File: src/rtl/trl_pkg.sv
// Constants and types for the thermal relay measurement loop
package trl_pkg;

	// Nonvolatile word addresses
	localparam logic [7:0] NV_PULSE_CFG = 8'h02;
	localparam logic [7:0] NV_MEAS_CFG  = 8'h05;
	localparam logic [7:0] NV_HYST      = 8'h20;
	localparam logic [7:0] NV_THRESH    = 8'h21;
	localparam logic [1:0] NV_LAST_IDX  = 2'h3;

	// Pulse output configuration bits (word 002h)
	localparam int PC_ENABLE_BIT   = 1;
	localparam int PC_DRIVE_OD_BIT = 2;
	localparam int PC_RELAY_BIT    = 3;

	// Measurement configuration fields
	localparam int MC_DUAL_BIT    = 0;
	localparam int MC_DIE_SEL_BIT = 1;
	localparam int MC_FIRN_LSB    = 8;
	localparam int MC_IIRL_LSB    = 11;

	// Filter lengths as powers of two
	localparam logic [2:0] FIX_FIR_LOG2 = 3'h3;
	localparam logic [2:0] FIX_IIR_LOG2 = 3'h2;

	// Front end channels
	localparam logic [2:0] CH_DIE_OFS = 3'h0;
	localparam logic [2:0] CH_DIE_A   = 3'h1;
	localparam logic [2:0] CH_DIE_B   = 3'h2;
	localparam logic [2:0] CH_TP_OFS  = 3'h3;
	localparam logic [2:0] CH_GAIN    = 3'h4;
	localparam logic [2:0] CH_ZONE1   = 3'h5;
	localparam logic [2:0] CH_ZONE2   = 3'h6;

	// Loop steps; each result but the pulse word lands in the scratch slot of its step
	localparam logic [3:0] ST_DIE_OFS = 4'h0;
	localparam logic [3:0] ST_DIE     = 4'h1;
	localparam logic [3:0] ST_AMB     = 4'h2;
	localparam logic [3:0] ST_TP_OFS  = 4'h3;
	localparam logic [3:0] ST_GAIN    = 4'h4;
	localparam logic [3:0] ST_GCORR   = 4'h5;
	localparam logic [3:0] ST_ZONE1   = 4'h6;
	localparam logic [3:0] ST_OBJ1    = 4'h7;
	localparam logic [3:0] ST_ZONE2   = 4'h8;
	localparam logic [3:0] ST_OBJ2    = 4'h9;
	localparam logic [3:0] ST_PWM     = 4'hA;
	localparam int         RAM_DEPTH  = 11;

	// Arithmetic constants
	localparam logic [15:0] AMB_BIAS    = 16'h2DE4;
	localparam logic [15:0] GAIN_UNITY  = 16'h0100;
	localparam logic [15:0] GAIN_REF    = 16'h0100;
	localparam int          GAIN_SHIFT  = 8;
	localparam logic [9:0]  PWM_FULL    = 10'h3FF;
	localparam logic [3:0]  PWM_TOP_BIT = 4'h9;

	// Serial request timing: longer than 1.44 ms at 50 MHz
	localparam int REQ_TIME_NS = 1440000;
	localparam int CLK_NS      = 20;
	localparam int REQ_CYCLES  = (REQ_TIME_NS + CLK_NS - 1) / CLK_NS;

	// Sequencer states
	typedef enum logic [7:0] {
		S_NVREQ  = 8'h01,
		S_NVWAIT = 8'h02,
		S_SREQ   = 8'h04,
		S_SWAIT  = 8'h08,
		S_STORE  = 8'h10,
		S_CALC   = 8'h20,
		S_DIV    = 8'h40,
		S_PWMLD  = 8'h80
	} trl_state_t;

endpackage : trl_pkg

File: src/rtl/trl_relay_out.sv
// Relay comparator and shared output pin driver
`timescale 1ns/100ps
`default_nettype none
module trl_relay_out
	import trl_pkg::*;
(
	// Clock and reset
	input  wire logic        mclk,
	input  wire logic        sys_rst,
	// Comparator inputs
	input  wire logic        update,
	input  wire logic [15:0] objTemp,
	input  wire logic [15:0] threshold,
	input  wire logic [15:0] hysteresis,
	// Driver control
	input  wire logic        relayMode,
	input  wire logic        outEnable,
	input  wire logic        openDrain,
	input  wire logic        pwmWave,
	// Pin
	output logic             pinOut,
	output logic             pinOe_n,
	output logic             relayLevel
);

	////////////////////////////////////////////////////////////////////
	// Limits, widened so neither sum nor difference wraps
	logic        [16:0] hiLimit;
	logic signed [17:0] loLimit;
	logic               atHigh;
	logic               atLow;
	logic               drive;
	assign hiLimit = {1'b0, threshold} + {1'b0, hysteresis};
	assign loLimit = $signed({2'b00, threshold}) - $signed({2'b00, hysteresis});
	assign atHigh  = {1'b0, objTemp} >= hiLimit;
	assign atLow   = $signed({2'b00, objTemp}) <= loLimit;
	assign drive   = relayMode ? relayLevel : pwmWave;

	// Level only moves at a limit; high wins if limits meet
	always_ff @(posedge mclk)
	begin
		if (sys_rst)
			relayLevel <= 1'b0;
		else if (update && atHigh)
			relayLevel <= 1'b1;
		else if (update && atLow)
			relayLevel <= 1'b0;
	end

	// Open drain only pulls low; released pin is pulled up outside
	always_ff @(posedge mclk)
	begin
		if (sys_rst || !outEnable)
		begin
			pinOut  <= 1'b0;
			pinOe_n <= 1'b1;
		end
		else if (openDrain)
		begin
			pinOut  <= 1'b0;
			pinOe_n <= drive;
		end
		else
		begin
			pinOut  <= drive;
			pinOe_n <= 1'b0;
		end
	end

	////////////////////////////////////////////////////////////////////
	// Checks
	a_relay_high: assert property (@(posedge mclk) disable iff (sys_rst)
		update && atHigh |=> relayLevel)
		else $error("relay not high at upper limit");
	a_relay_low: assert property (@(posedge mclk) disable iff (sys_rst)
		update && atLow && !atHigh |=> !relayLevel)
		else $error("relay not low at lower limit");
	a_relay_hold: assert property (@(posedge mclk) disable iff (sys_rst)
		(!update || (!atHigh && !atLow)) |=> $stable(relayLevel))
		else $error("relay moved inside hysteresis band");
	a_drive_od: assert property (@(posedge mclk) disable iff (sys_rst)
		outEnable && openDrain |=> !pinOut && (pinOe_n == $past(drive)))
		else $error("open drain drove pin high");
	a_drive_pp: assert property (@(posedge mclk) disable iff (sys_rst)
		outEnable && !openDrain && relayMode
		|=> !pinOe_n && (pinOut == $past(relayLevel)))
		else $error("push-pull pin does not follow relay");

	c_relay_rise: cover property (@(posedge mclk) disable iff (sys_rst)
		$rose(relayLevel));
	c_relay_fall: cover property (@(posedge mclk) disable iff (sys_rst)
		$fell(relayLevel));

endmodule : trl_relay_out
`default_nettype wire

File: src/rtl/trl_measure_loop.sv
// Measurement loop sequencer with serial request and relay output
`timescale 1ns/100ps
`default_nettype none
module trl_measure_loop
	import trl_pkg::*;
#(
	parameter int REQ_COUNT = REQ_CYCLES
)
(
	// Clock and reset
	input  wire logic        mclk,
	input  wire logic        sys_rst,
	// Nonvolatile calibration read port
	output logic [7:0]       nvAddr,
	output logic             nvRd,
	input  wire logic        nvValid,
	input  wire logic [15:0] nvData,
	// Analog front end sample port
	output logic             sampReq,
	output logic [2:0]       sampChan,
	input  wire logic        sampValid,
	input  wire logic [15:0] sampData,
	// Serial clock pin and wake event
	input  wire logic        sclIn,
	input  wire logic        sleepExit,
	// Pulse output module
	input  wire logic        pwmWave,
	output logic [9:0]       pwmWord,
	output logic             pwmLoad,
	// Shared output pin
	output logic             pinOut,
	output logic             pinOe_n,
	// Results and status
	output logic [15:0]      ambientResult,
	output logic [15:0]      object1Temperature,
	output logic [15:0]      object2Temperature,
	output logic             initDone,
	output logic             smbusMode
);

	////////////////////////////////////////////////////////////////////
	// State
	trl_state_t         state_reg;
	logic [3:0]         step_reg;
	logic [1:0]         initIdx_reg;
	logic [15:0]        pulseCfg_reg;
	logic [15:0]        measCfg_reg;
	logic [15:0]        hyst_reg;
	logic [15:0]        thresh_reg;
	logic [22:0]        acc_reg;
	logic [7:0]         cnt_reg;
	logic [15:0]        ram_reg [0:RAM_DEPTH-1];
	logic [25:0]        num_reg;
	logic [15:0]        den_reg;
	logic [9:0]         quo_reg;
	logic [3:0]         bit_reg;
	logic               relayUpd_reg;
	logic               sclMeta_reg;
	logic               sclSync_reg;
	logic [16:0]        lowCnt_reg;

	////////////////////////////////////////////////////////////////////
	// Step decode
	logic       measStep;
	logic       progStep;
	logic       zoneStep;
	logic       dualZone;
	logic [3:0] stepAfter;
	logic       afterMeas;
	logic [2:0] firLog2;
	logic [2:0] iirLog2;
	logic [2:0] chanSel;
	assign dualZone = measCfg_reg[MC_DUAL_BIT];
	assign measStep = step_reg == ST_DIE_OFS || step_reg == ST_DIE
		|| step_reg == ST_TP_OFS || step_reg == ST_GAIN || zoneStep;
	assign zoneStep = step_reg == ST_ZONE1 || step_reg == ST_ZONE2;
	assign progStep = step_reg == ST_DIE || zoneStep;
	// Shared lengths for every programmable filter
	assign firLog2 = progStep ? measCfg_reg[MC_FIRN_LSB +: 3]
		: FIX_FIR_LOG2;
	assign iirLog2 = progStep ? measCfg_reg[MC_IIRL_LSB +: 3]
		: FIX_IIR_LOG2;
	// Single zone parts skip straight to the pulse word
	assign stepAfter = (step_reg == ST_OBJ1 && !dualZone) ? ST_PWM
		: (step_reg == ST_PWM) ? ST_DIE_OFS : step_reg + 4'h1;
	assign afterMeas = stepAfter == ST_DIE_OFS || stepAfter == ST_DIE
		|| stepAfter == ST_TP_OFS || stepAfter == ST_GAIN
		|| stepAfter == ST_ZONE1 || stepAfter == ST_ZONE2;
	assign chanSel = (step_reg == ST_DIE_OFS) ? CH_DIE_OFS
		: (step_reg == ST_DIE) ? (measCfg_reg[MC_DIE_SEL_BIT] ? CH_DIE_B
			: CH_DIE_A)
		: (step_reg == ST_TP_OFS) ? CH_TP_OFS
		: (step_reg == ST_GAIN) ? CH_GAIN
		: (step_reg == ST_ZONE1) ? CH_ZONE1 : CH_ZONE2;

	////////////////////////////////////////////////////////////////////
	// Filter datapath: average, offset, gain, recursive filter
	logic        [22:0] accShift;
	logic        [15:0] avgVal;
	logic        [15:0] offsetVal;
	logic signed [19:0] compVal;
	logic signed [39:0] gainProd;
	logic signed [19:0] filtIn;
	logic signed [19:0] prevVal;
	logic signed [19:0] deltaVal;
	logic signed [19:0] iirSum;
	logic        [15:0] iirOut;
	assign accShift  = acc_reg >> firLog2;
	assign avgVal    = accShift[15:0];
	assign offsetVal = (step_reg == ST_DIE) ? ram_reg[ST_DIE_OFS]
		: (step_reg == ST_GAIN || zoneStep) ? ram_reg[ST_TP_OFS]
		: 16'h0000;
	assign compVal  = $signed({4'h0, avgVal}) - $signed({4'h0, offsetVal});
	assign gainProd = compVal * $signed({4'h0, ram_reg[ST_GCORR]});
	assign filtIn   = zoneStep ? gainProd[GAIN_SHIFT +: 20] : compVal;
	assign prevVal  = $signed({4'h0, ram_reg[step_reg]});
	assign deltaVal = filtIn - prevVal;
	assign iirSum   = prevVal + (deltaVal >>> iirLog2);
	// Saturate rather than wrap a cold or hot extreme
	assign iirOut = iirSum[19] ? 16'h0000
		: (|iirSum[18:16]) ? 16'hFFFF : iirSum[15:0];

	// Calculation steps
	logic [15:0] calcOut;
	logic [15:0] ramWrData;
	logic        ramWe;
	logic        lastSample;
	assign calcOut = (step_reg == ST_AMB) ? ram_reg[ST_DIE] + AMB_BIAS
		: (step_reg == ST_GCORR) ? GAIN_UNITY + GAIN_REF
			- ram_reg[ST_GAIN]
		: (step_reg == ST_OBJ1) ? ram_reg[ST_ZONE1] + ram_reg[ST_AMB]
		: ram_reg[ST_ZONE2] + ram_reg[ST_AMB];
	assign ramWe = (state_reg == S_STORE && measStep)
		|| (state_reg == S_CALC && step_reg != ST_PWM);
	assign ramWrData  = (state_reg == S_STORE) ? iirOut : calcOut;
	assign lastSample = cnt_reg == (8'h01 << firLog2) - 8'h01;

	// Rescale inputs; threshold and hysteresis words double as range
	logic        objBelow;
	logic        objAbove;
	logic [15:0] rangeSpan;
	logic [25:0] scaledNum;
	logic [25:0] trialDen;
	assign objBelow  = ram_reg[ST_OBJ1] <= thresh_reg;
	assign objAbove  = ram_reg[ST_OBJ1] >= hyst_reg;
	assign rangeSpan = hyst_reg - thresh_reg;
	assign scaledNum = 26'(({10'h000, ram_reg[ST_OBJ1] - thresh_reg})
		* {16'h0000, PWM_FULL});
	assign trialDen  = 26'({10'h000, den_reg} << bit_reg);

	////////////////////////////////////////////////////////////////////
	// Sequencer: calibration load, then the endless loop
	always_ff @(posedge mclk)
	begin
		if (sys_rst)
		begin
			state_reg   <= S_NVREQ;
			step_reg    <= ST_DIE_OFS;
			initIdx_reg <= 2'h0;
			initDone    <= 1'b0;
		end
		else
		begin
			case (state_reg)
				S_NVREQ:
					state_reg <= S_NVWAIT;
				S_NVWAIT:
					if (nvValid && initIdx_reg == NV_LAST_IDX)
					begin
						initDone  <= 1'b1;
						state_reg <= S_SREQ;
					end
					else if (nvValid)
					begin
						initIdx_reg <= initIdx_reg + 2'h1;
						state_reg   <= S_NVREQ;
					end
				S_SREQ:
					state_reg <= S_SWAIT;
				S_SWAIT:
					if (sampValid)
						state_reg <= lastSample ? S_STORE : S_SREQ;
				S_STORE, S_CALC:
				begin
					if (state_reg == S_CALC && step_reg == ST_PWM)
						state_reg <= S_DIV;
					else
					begin
						step_reg  <= stepAfter;
						state_reg <= afterMeas ? S_SREQ : S_CALC;
					end
				end
				S_DIV:
					if (bit_reg == 4'h0)
						state_reg <= S_PWMLD;
				S_PWMLD:
				begin
					step_reg  <= ST_DIE_OFS;
					state_reg <= S_SREQ;
				end
				default:
					state_reg <= S_NVREQ;
			endcase
		end
	end

	// Calibration words captured in load order
	always_ff @(posedge mclk)
	begin
		if (sys_rst)
		begin
			pulseCfg_reg <= 16'h0000;
			measCfg_reg  <= 16'h0000;
			hyst_reg     <= 16'h0000;
			thresh_reg   <= 16'h0000;
		end
		else if (state_reg == S_NVWAIT && nvValid)
		begin
			if (initIdx_reg == 2'h0)
				pulseCfg_reg <= nvData;
			else if (initIdx_reg == 2'h1)
				measCfg_reg <= nvData;
			else if (initIdx_reg == 2'h2)
				hyst_reg <= nvData;
			else
				thresh_reg <= nvData;
		end
	end

	// Request strobes; address and channel stand until the next one
	always_ff @(posedge mclk)
	begin
		if (sys_rst)
		begin
			nvRd     <= 1'b0;
			nvAddr   <= NV_PULSE_CFG;
			sampReq  <= 1'b0;
			sampChan <= CH_DIE_OFS;
		end
		else
		begin
			nvRd    <= state_reg == S_NVREQ;
			sampReq <= state_reg == S_SREQ;
			if (state_reg == S_NVREQ)
				nvAddr <= (initIdx_reg == 2'h0) ? NV_PULSE_CFG
					: (initIdx_reg == 2'h1) ? NV_MEAS_CFG
					: (initIdx_reg == 2'h2) ? NV_HYST : NV_THRESH;
			if (state_reg == S_SREQ)
				sampChan <= chanSel;
		end
	end

	// Sample accumulation for the averaging filter
	always_ff @(posedge mclk)
	begin
		if (sys_rst || state_reg == S_STORE)
		begin
			acc_reg <= 23'h000000;
			cnt_reg <= 8'h00;
		end
		else if (state_reg == S_SWAIT && sampValid)
		begin
			acc_reg <= acc_reg + {7'h00, sampData};
			cnt_reg <= cnt_reg + 8'h01;
		end
	end

	// Scratch results, one slot per step
	always_ff @(posedge mclk)
	begin
		if (sys_rst)
			for (int i = 0; i < RAM_DEPTH; i++)
				ram_reg[i] <= 16'h0000;
		else if (ramWe)
			ram_reg[step_reg] <= ramWrData;
	end

	// Restoring division, one quotient bit a cycle, clamped at the ends
	always_ff @(posedge mclk)
	begin
		if (sys_rst)
		begin
			num_reg <= 26'h0000000;
			den_reg <= 16'h0000;
			quo_reg <= 10'h000;
			bit_reg <= 4'h0;
		end
		else if (state_reg == S_CALC && step_reg == ST_PWM)
		begin
			num_reg <= objBelow ? 26'h0000000 : scaledNum;
			den_reg <= rangeSpan;
			quo_reg <= (objAbove && !objBelow) ? PWM_FULL : 10'h000;
			bit_reg <= PWM_TOP_BIT;
		end
		else if (state_reg == S_DIV)
		begin
			if (num_reg >= trialDen && den_reg != 16'h0000)
			begin
				num_reg          <= num_reg - trialDen;
				quo_reg[bit_reg] <= 1'b1;
			end
			bit_reg <= bit_reg - 4'h1;
		end
	end

	// Pulse word load and relay update strobes
	always_ff @(posedge mclk)
	begin
		if (sys_rst)
		begin
			pwmWord      <= 10'h000;
			pwmLoad      <= 1'b0;
			relayUpd_reg <= 1'b0;
		end
		else
		begin
			pwmLoad      <= state_reg == S_PWMLD;
			relayUpd_reg <= state_reg == S_CALC && step_reg == ST_OBJ1;
			if (state_reg == S_PWMLD)
				pwmWord <= quo_reg;
		end
	end

	////////////////////////////////////////////////////////////////////
	// Serial request: clock held low past the request time
	always_ff @(posedge mclk)
	begin
		if (sys_rst)
		begin
			sclMeta_reg <= 1'b1;
			sclSync_reg <= 1'b1;
		end
		else
		begin
			sclMeta_reg <= sclIn;
			sclSync_reg <= sclMeta_reg;
		end
	end

	logic pulseOn;
	logic reqHit;
	assign pulseOn = initDone && pulseCfg_reg[PC_ENABLE_BIT] && !smbusMode;
	assign reqHit  = pulseOn && !sclSync_reg
		&& lowCnt_reg == 17'(REQ_COUNT - 1);

	// Request wins over a coincident wake; only wake or reset clears
	always_ff @(posedge mclk)
	begin
		if (sys_rst)
		begin
			lowCnt_reg <= 17'h00000;
			smbusMode  <= 1'b0;
		end
		else
		begin
			if (sclSync_reg || !pulseOn)
				lowCnt_reg <= 17'h00000;
			else if (!reqHit)
				lowCnt_reg <= lowCnt_reg + 17'h00001;
			if (reqHit)
				smbusMode <= 1'b1;
			else if (sleepExit)
				smbusMode <= 1'b0;
		end
	end

	////////////////////////////////////////////////////////////////////
	// Relay comparator and shared driver
	trl_relay_out i_trl_relay_out (
		.mclk       (mclk),
		.sys_rst    (sys_rst),
		.update     (relayUpd_reg),
		.objTemp    (ram_reg[ST_OBJ1]),
		.threshold  (thresh_reg),
		.hysteresis (hyst_reg),
		.relayMode  (pulseCfg_reg[PC_RELAY_BIT]),
		.outEnable  (pulseOn),
		.openDrain  (pulseCfg_reg[PC_DRIVE_OD_BIT]),
		.pwmWave    (pwmWave),
		.pinOut     (pinOut),
		.pinOe_n    (pinOe_n),
		.relayLevel ()
	);

	assign ambientResult      = ram_reg[ST_AMB];
	assign object1Temperature = ram_reg[ST_OBJ1];
	assign object2Temperature = ram_reg[ST_OBJ2];

	////////////////////////////////////////////////////////////////////
	// Checks
	a_init_first: assert property (@(posedge mclk) disable iff (sys_rst)
		!initDone |-> !sampReq)
		else $error("sample requested before calibration load");
	a_loop_wrap: assert property (@(posedge mclk) disable iff (sys_rst)
		state_reg == S_PWMLD |=> state_reg == S_SREQ
		&& step_reg == ST_DIE_OFS)
		else $error("loop did not restart");
	a_pwm_word: assert property (@(posedge mclk) disable iff (sys_rst)
		state_reg == S_PWMLD |=> pwmLoad && pwmWord == $past(quo_reg))
		else $error("pulse word not loaded");
	a_zone_skip: assert property (@(posedge mclk) disable iff (sys_rst)
		sampReq && !dualZone |-> sampChan != CH_ZONE2)
		else $error("second zone sampled in single mode");
	a_serial_hold: assert property (@(posedge mclk) disable iff (sys_rst)
		smbusMode && !sleepExit |=> smbusMode)
		else $error("serial mode left without wake");
	a_step_order: assert property (@(posedge mclk) disable iff (sys_rst)
		state_reg == S_STORE && step_reg == ST_DIE_OFS
		|=> step_reg == ST_DIE ##0 state_reg == S_SREQ)
		else $error("die step did not follow offset");

	c_pwm_load: cover property (@(posedge mclk) disable iff (sys_rst)
		pwmLoad);
	c_serial_req: cover property (@(posedge mclk) disable iff (sys_rst)
		$rose(smbusMode));
	c_dual_zone: cover property (@(posedge mclk) disable iff (sys_rst)
		sampReq && sampChan == CH_ZONE2);

endmodule : trl_measure_loop
`default_nettype wire

File: config.mk
export PLATFORM = sky130hd
export DESIGN_NAME = trl_measure_loop
export DESIGN_NICKNAME = d
export VERILOG_FILES = /design/src/rtl/trl_pkg.sv /design/src/rtl/trl_relay_out.sv /design/src/rtl/trl_measure_loop.sv
export SDC_FILE = /design/constraint.sdc
export NUM_CORES = 2
export LEC_CHECK = 0
export ABC_AREA = 1
export BUFFER_PORTS_ARGS = -buffer_cell sky130_fd_sc_hd__clkbuf_2
export CELL_PAD_IN_SITES_DETAIL_PLACEMENT = 1
export CELL_PAD_IN_SITES_GLOBAL_PLACEMENT = 1
export CORE_UTILIZATION = 50
export CTS_BUF_LIST = sky130_fd_sc_hd__clkbuf_4 sky130_fd_sc_hd__clkbuf_8
export CTS_CLUSTER_DIAMETER = 80
export DETAILED_ROUTE_END_ITERATION = 6
export PLACE_DENSITY_LB_ADDON = 0.15
export SETUP_SLACK_MARGIN = 0.05
export SLEW_MARGIN = 20
export SYNTH_ARGS = -nofsm -noshare
export SYNTH_HDL_FRONTEND = slang
export SYNTH_SLANG_ARGS = --single-unit
File: constraint.sdc
create_clock -name mclk -period 14.12 [get_ports mclk]
set_input_delay 2.824 -clock mclk [delete_from_list [all_inputs] [get_ports mclk]]
set_output_delay 2.824 -clock mclk [all_outputs]
set_load 0.005 [all_outputs]
==> flow_summary.yaml <==
run_status:
  outcome: "finished clean"
hold_path:
  holdPathEnd: "sclSync_reg$_SDFF_PP1_"
  min-delay-start: "sclMeta_reg$_SDFF_PP1_"
  min_path_cells: 1
  worst_hold_path_type: "flop to flop"
sta:
  final.period_utilization_pct: 95.7
  fin_worst_setup_slack_ps: 605
  slew_viol_final: 0
  rsz0062_at_grt: "false"
  report.final.hold_viol_count: 0
  max_freq_ghz: 0.0740
  timing.clock.skew_ps: 44.1
  final_period_minus_worst_setup_slack_ps: 13520
  setup_viol: 0
  final.setup.tns_ps: 0
  worst_pin_slew_ps: 1140
  max_slew_margin_pct: 23.9
placement:
  gpl.final_weighted_congestion: 0.998
  placedCellCount: 6804
  postPlaceCellArea_mm2: 0.0454
  io_buffers: 110
  hpwl_um: 125000
  post-place-ws_ps: -66.9
die:
  core_area_mm2: 0.0855
  fp.dieW_um: 297
  row_count: 107
  fp.dieArea_mm2: 0.0881
  io_pins: 115
  chipHeight_um: 297
  initial_core_util_pct: 50.8
clock_network:
  clock_tree_from_tritoncts: "done"
  clkSlewWorstSetupHoldPaths_ps: 60
  cts-buffers-inserted: 84
  tritoncts_num_sinks: 449
  cts.htree.levels: 3
  clock_path_buffers: 3
  clock_latency_ps: 740
  clock_tree.root_cell: "sky130_fd_sc_hd__clkbuf_8"
global_routing:
  global_route_total_usage_across_every_layer_pct: 36.0
  largest_net_degree_at_the_start_of_global_routing: 99
  gr-max-usage-layer: "met2"
  grt_use_met1_pct: 48.3
  global_route_wire_length_before_repair_um: 246000
  grt_pass1_vias: 42050
  grt.met3_usage_pct: 5.97
  use_met2_pct: 57.0
  grt_overflow: 0
  grt_antenna_before_repair: 4
synthesis:
  avgSynthCellArea_um2: 7.70
  synth.distinct_cells: 70
  yosys_most_used_dff: "sky130_fd_sc_hd__edfxtp_1"
  synthMostInstantiatedCell: "sky130_fd_sc_hd__nand2_1"
  yosysTopAreaCellShare_pct: 16.6
  ys_ff_latch: 449
  combined_area_of_all_synthesized_cells_mm2: 0.0434
  netlist_top_cells_area: "sky130_fd_sc_hd__edfxtp_1 17%, sky130_fd_sc_hd__fa_1 15%, sky130_fd_sc_hd__ha_1 10%, sky130_fd_sc_hd__dfxtp_1 9.6%, sky130_fd_sc_hd__nand2_1 8.6%"
  synth-warning-count: 0
  largest_area_contributor_in_the_netlist: "sky130_fd_sc_hd__edfxtp_1"
  synth_enable_flop_cells: 240
  top_cell_types_by_occurrence_after_synthesis: "992 x sky130_fd_sc_hd__nand2_1, 948 x sky130_fd_sc_hd__inv_1, 477 x sky130_fd_sc_hd__nor2_1"
  register_area_share_after_synthesis_pct: 26.2
  synthCells: 5643
  asyncSetResetFlopFracSynth_pct: 0
finish:
  areaGrowthSynthToFinish_pct: 10.2
  finish.net_count: 6499
  drive_above_1_share_pct: 11.7
  finish.cell_count_without_fillers: 6994
  largest_register_ff_count: 256
  post-route-cell-area_mm2: 0.0479
detailed_routing:
  post-route-drc-count: 0
  drt-initial-drc-count: 3419
  final_antenna_net_count: 0
  vias: 40857
  avgRoutedWirePerCell_um: 23.2
  wl_um: 162000
  firstDrtPassIters: 6
  drt-vias-per-instance: 5.84
worst_setup_path:
  cpMaxStageDelayCell: "sky130_fd_sc_hd__fa_1"
  max_stage_delay_ps: 540
  crit_path_start_kind: "flop"
  required_ps: 14580
  cpMostUsedCell: "sky130_fd_sc_hd__nand2_1"
  reg2reg_setup_slack_ps: 600
  reg2reg_from: "step_reg[2]$_SDFFE_PP0P_"
  worst_ep_arrival_time_ps: 13980
  worstRegToRegCells: 71
  timing.critical_path.to_type: "flop"
  critical_path_class: "flop to flop"
  crit_path_max_fanout: 7
  timing.rr.end: "ram_reg[9][8]$_DFFE_PP_"
run:
  max_cap_viol_count: 0
power:
  seqPwrFrac_pct: 26.7
  power-per-cell-area_mw_per_mm2: 111
  p_comb_share_pct: 47.3
  internal_power_consumption_w: 0.00308
  power.switching_w: 0.00224
  ir_worst_vdd_mv: 0.221
  power_leakage_nw: 22.2
  switching_share_pct: 42.1
  power_frac_clock_pct: 26.0
  total_power_w: 0.00531
## layout by cell type (no fill, tap or decap), types with 21 or more instances in the layout
cell type                  count
sky130_fd_sc_hd__dfxtp_1     203
sky130_fd_sc_hd__xnor2_1      39
sky130_fd_sc_hd__clkbuf_8     97
sky130_fd_sc_hd__nor4_1       21
sky130_fd_sc_hd__fa_1        321
sky130_fd_sc_hd__clkbuf_4     31
sky130_fd_sc_hd__nor2_2       88
sky130_fd_sc_hd__o21ai_1      21
sky130_fd_sc_hd__a21oi_1     407
sky130_fd_sc_hd__nand2_2      43
sky130_fd_sc_hd__o211ai_1     39
sky130_fd_sc_hd__a22oi_1      25
sky130_fd_sc_hd__or2_2        32
sky130_fd_sc_hd__nor3_1       34
sky130_fd_sc_hd__nand2_1     982
sky130_fd_sc_hd__nand4_1      34
sky130_fd_sc_hd__ha_1        351
sky130_fd_sc_hd__nor2_1      470
sky130_fd_sc_hd__o21ai_0     423
sky130_fd_sc_hd__o21bai_1     27
sky130_fd_sc_hd__inv_2        28
sky130_fd_sc_hd__nand3_1     274
sky130_fd_sc_hd__inv_1       943
sky130_fd_sc_hd__edfxtp_1    240
sky130_fd_sc_hd__a31oi_1      39
sky130_fd_sc_hd__clkbuf_2    110
sky130_fd_sc_hd__buf_4       131
sky130_fd_sc_hd__xor2_1      105
## stage by stage
stage	utilization (%)	hold WS, ps
after floorplan	-	389
after global placement	53.1	408
after detailed placement	53.1	406
after CTS	55.2	418
after global routing	55.9	440
final	55.9	414
## final cells by class
cell class / instances / area, µm²
multi-input cells: 4016 / 27900
fillers: 10721 / 37700
clock buffers: 128 / 1570
clock inverters: 24 / 223
diodes: 5 / 12.5
inverters: 984 / 3700
flip-flops and latches: 449 / 11400
repair buffers: 244 / 1590
well taps: 1144 / 1430
## how the worst max path moves through the flow
| stage | depth (start not counted) | from | slack [ps] | endpoint |
|---|---|---|---|---|
| 3_3_place_gp | 65 | step_reg[3]$_SDFFE_PP0P_ | 270 | ram_reg[14][14]$_DFFE_PP_ |
| 2_1_floorplan | 75 | step_reg[3]$_SDFFE_PP0P_ | 1590 | ram_reg[11][11]$_DFFE_PP_ |
| 6_report | 71 | step_reg[2]$_SDFFE_PP0P_ | 600 | ram_reg[9][8]$_DFFE_PP_ |
| 3_5_place_dp | 75 | step_reg[3]$_SDFFE_PP0P_ | -70 | ram_reg[12][6]$_DFFE_PP_ |
| 5_1_grt | 78 | step_reg[2]$_SDFFE_PP0P_ | 3 | ram_reg[14][8]$_DFFE_PP_ |
| 4_1_cts | 75 | step_reg[3]$_SDFFE_PP0P_ | 120 | ram_reg[11][3]$_DFFE_PP_ |
## layer usage
| metal | wire length [µm] | vias to the layer above |
|---|---|---|
| li1 | - | 18589 |
| met1 | 68700 | 20215 |
| met2 | 72500 | 1648 |
| met3 | 13000 | 403 |
| met4 | 7730 | 2 |
| met5 | 11 | - |
## critical path: cells and delay by family, from the launching register on
family / cells / cell delay (ps)
compound gates: 17 / 3060
xor+xnor: 2 / 260
fa+ha+maj: 10 / 4550
buf+inv: 16 / 1800
flops: 1 / 370
simple gates: 26 / 3170
## power groups by stage
stage               combinational, W  clock (W)  sequential (W)
detailed placement           0.00249          0         0.00144
global route                 0.00289    0.00144         0.00142
CTS                          0.00252    0.00139         0.00142
floorplan                    0.00184          0         0.00143
finish                       0.00252    0.00138         0.00142
global placement             0.00236          0         0.00144
## cells by family (layout without fill, tap and decap cells)
family                     Yosys count  count (layout)  synth area share, %
AOI/OAI and AO/OA                 1123            1123                 14.4
xor gates and xnor gates           149             149                 3.00
other                                1               9              0.00863
adders and majority gates          681             681                 25.2
DFF                                449             449                 26.2
and+or+nand+nor                   2039            2044                 20.4
muxes                               15              15                0.346
buffers and inverters             1186            1380                 10.4
## repair_timing
action,4_1_cts,5_1_grt
endpoints found under the setup margin,163,240
gates resized for setup,4,98
buffers inserted,1,27
cloned,0,5
hold buffers,0,0
pin swaps,1,23
Power figures use the tool's default switching activity.
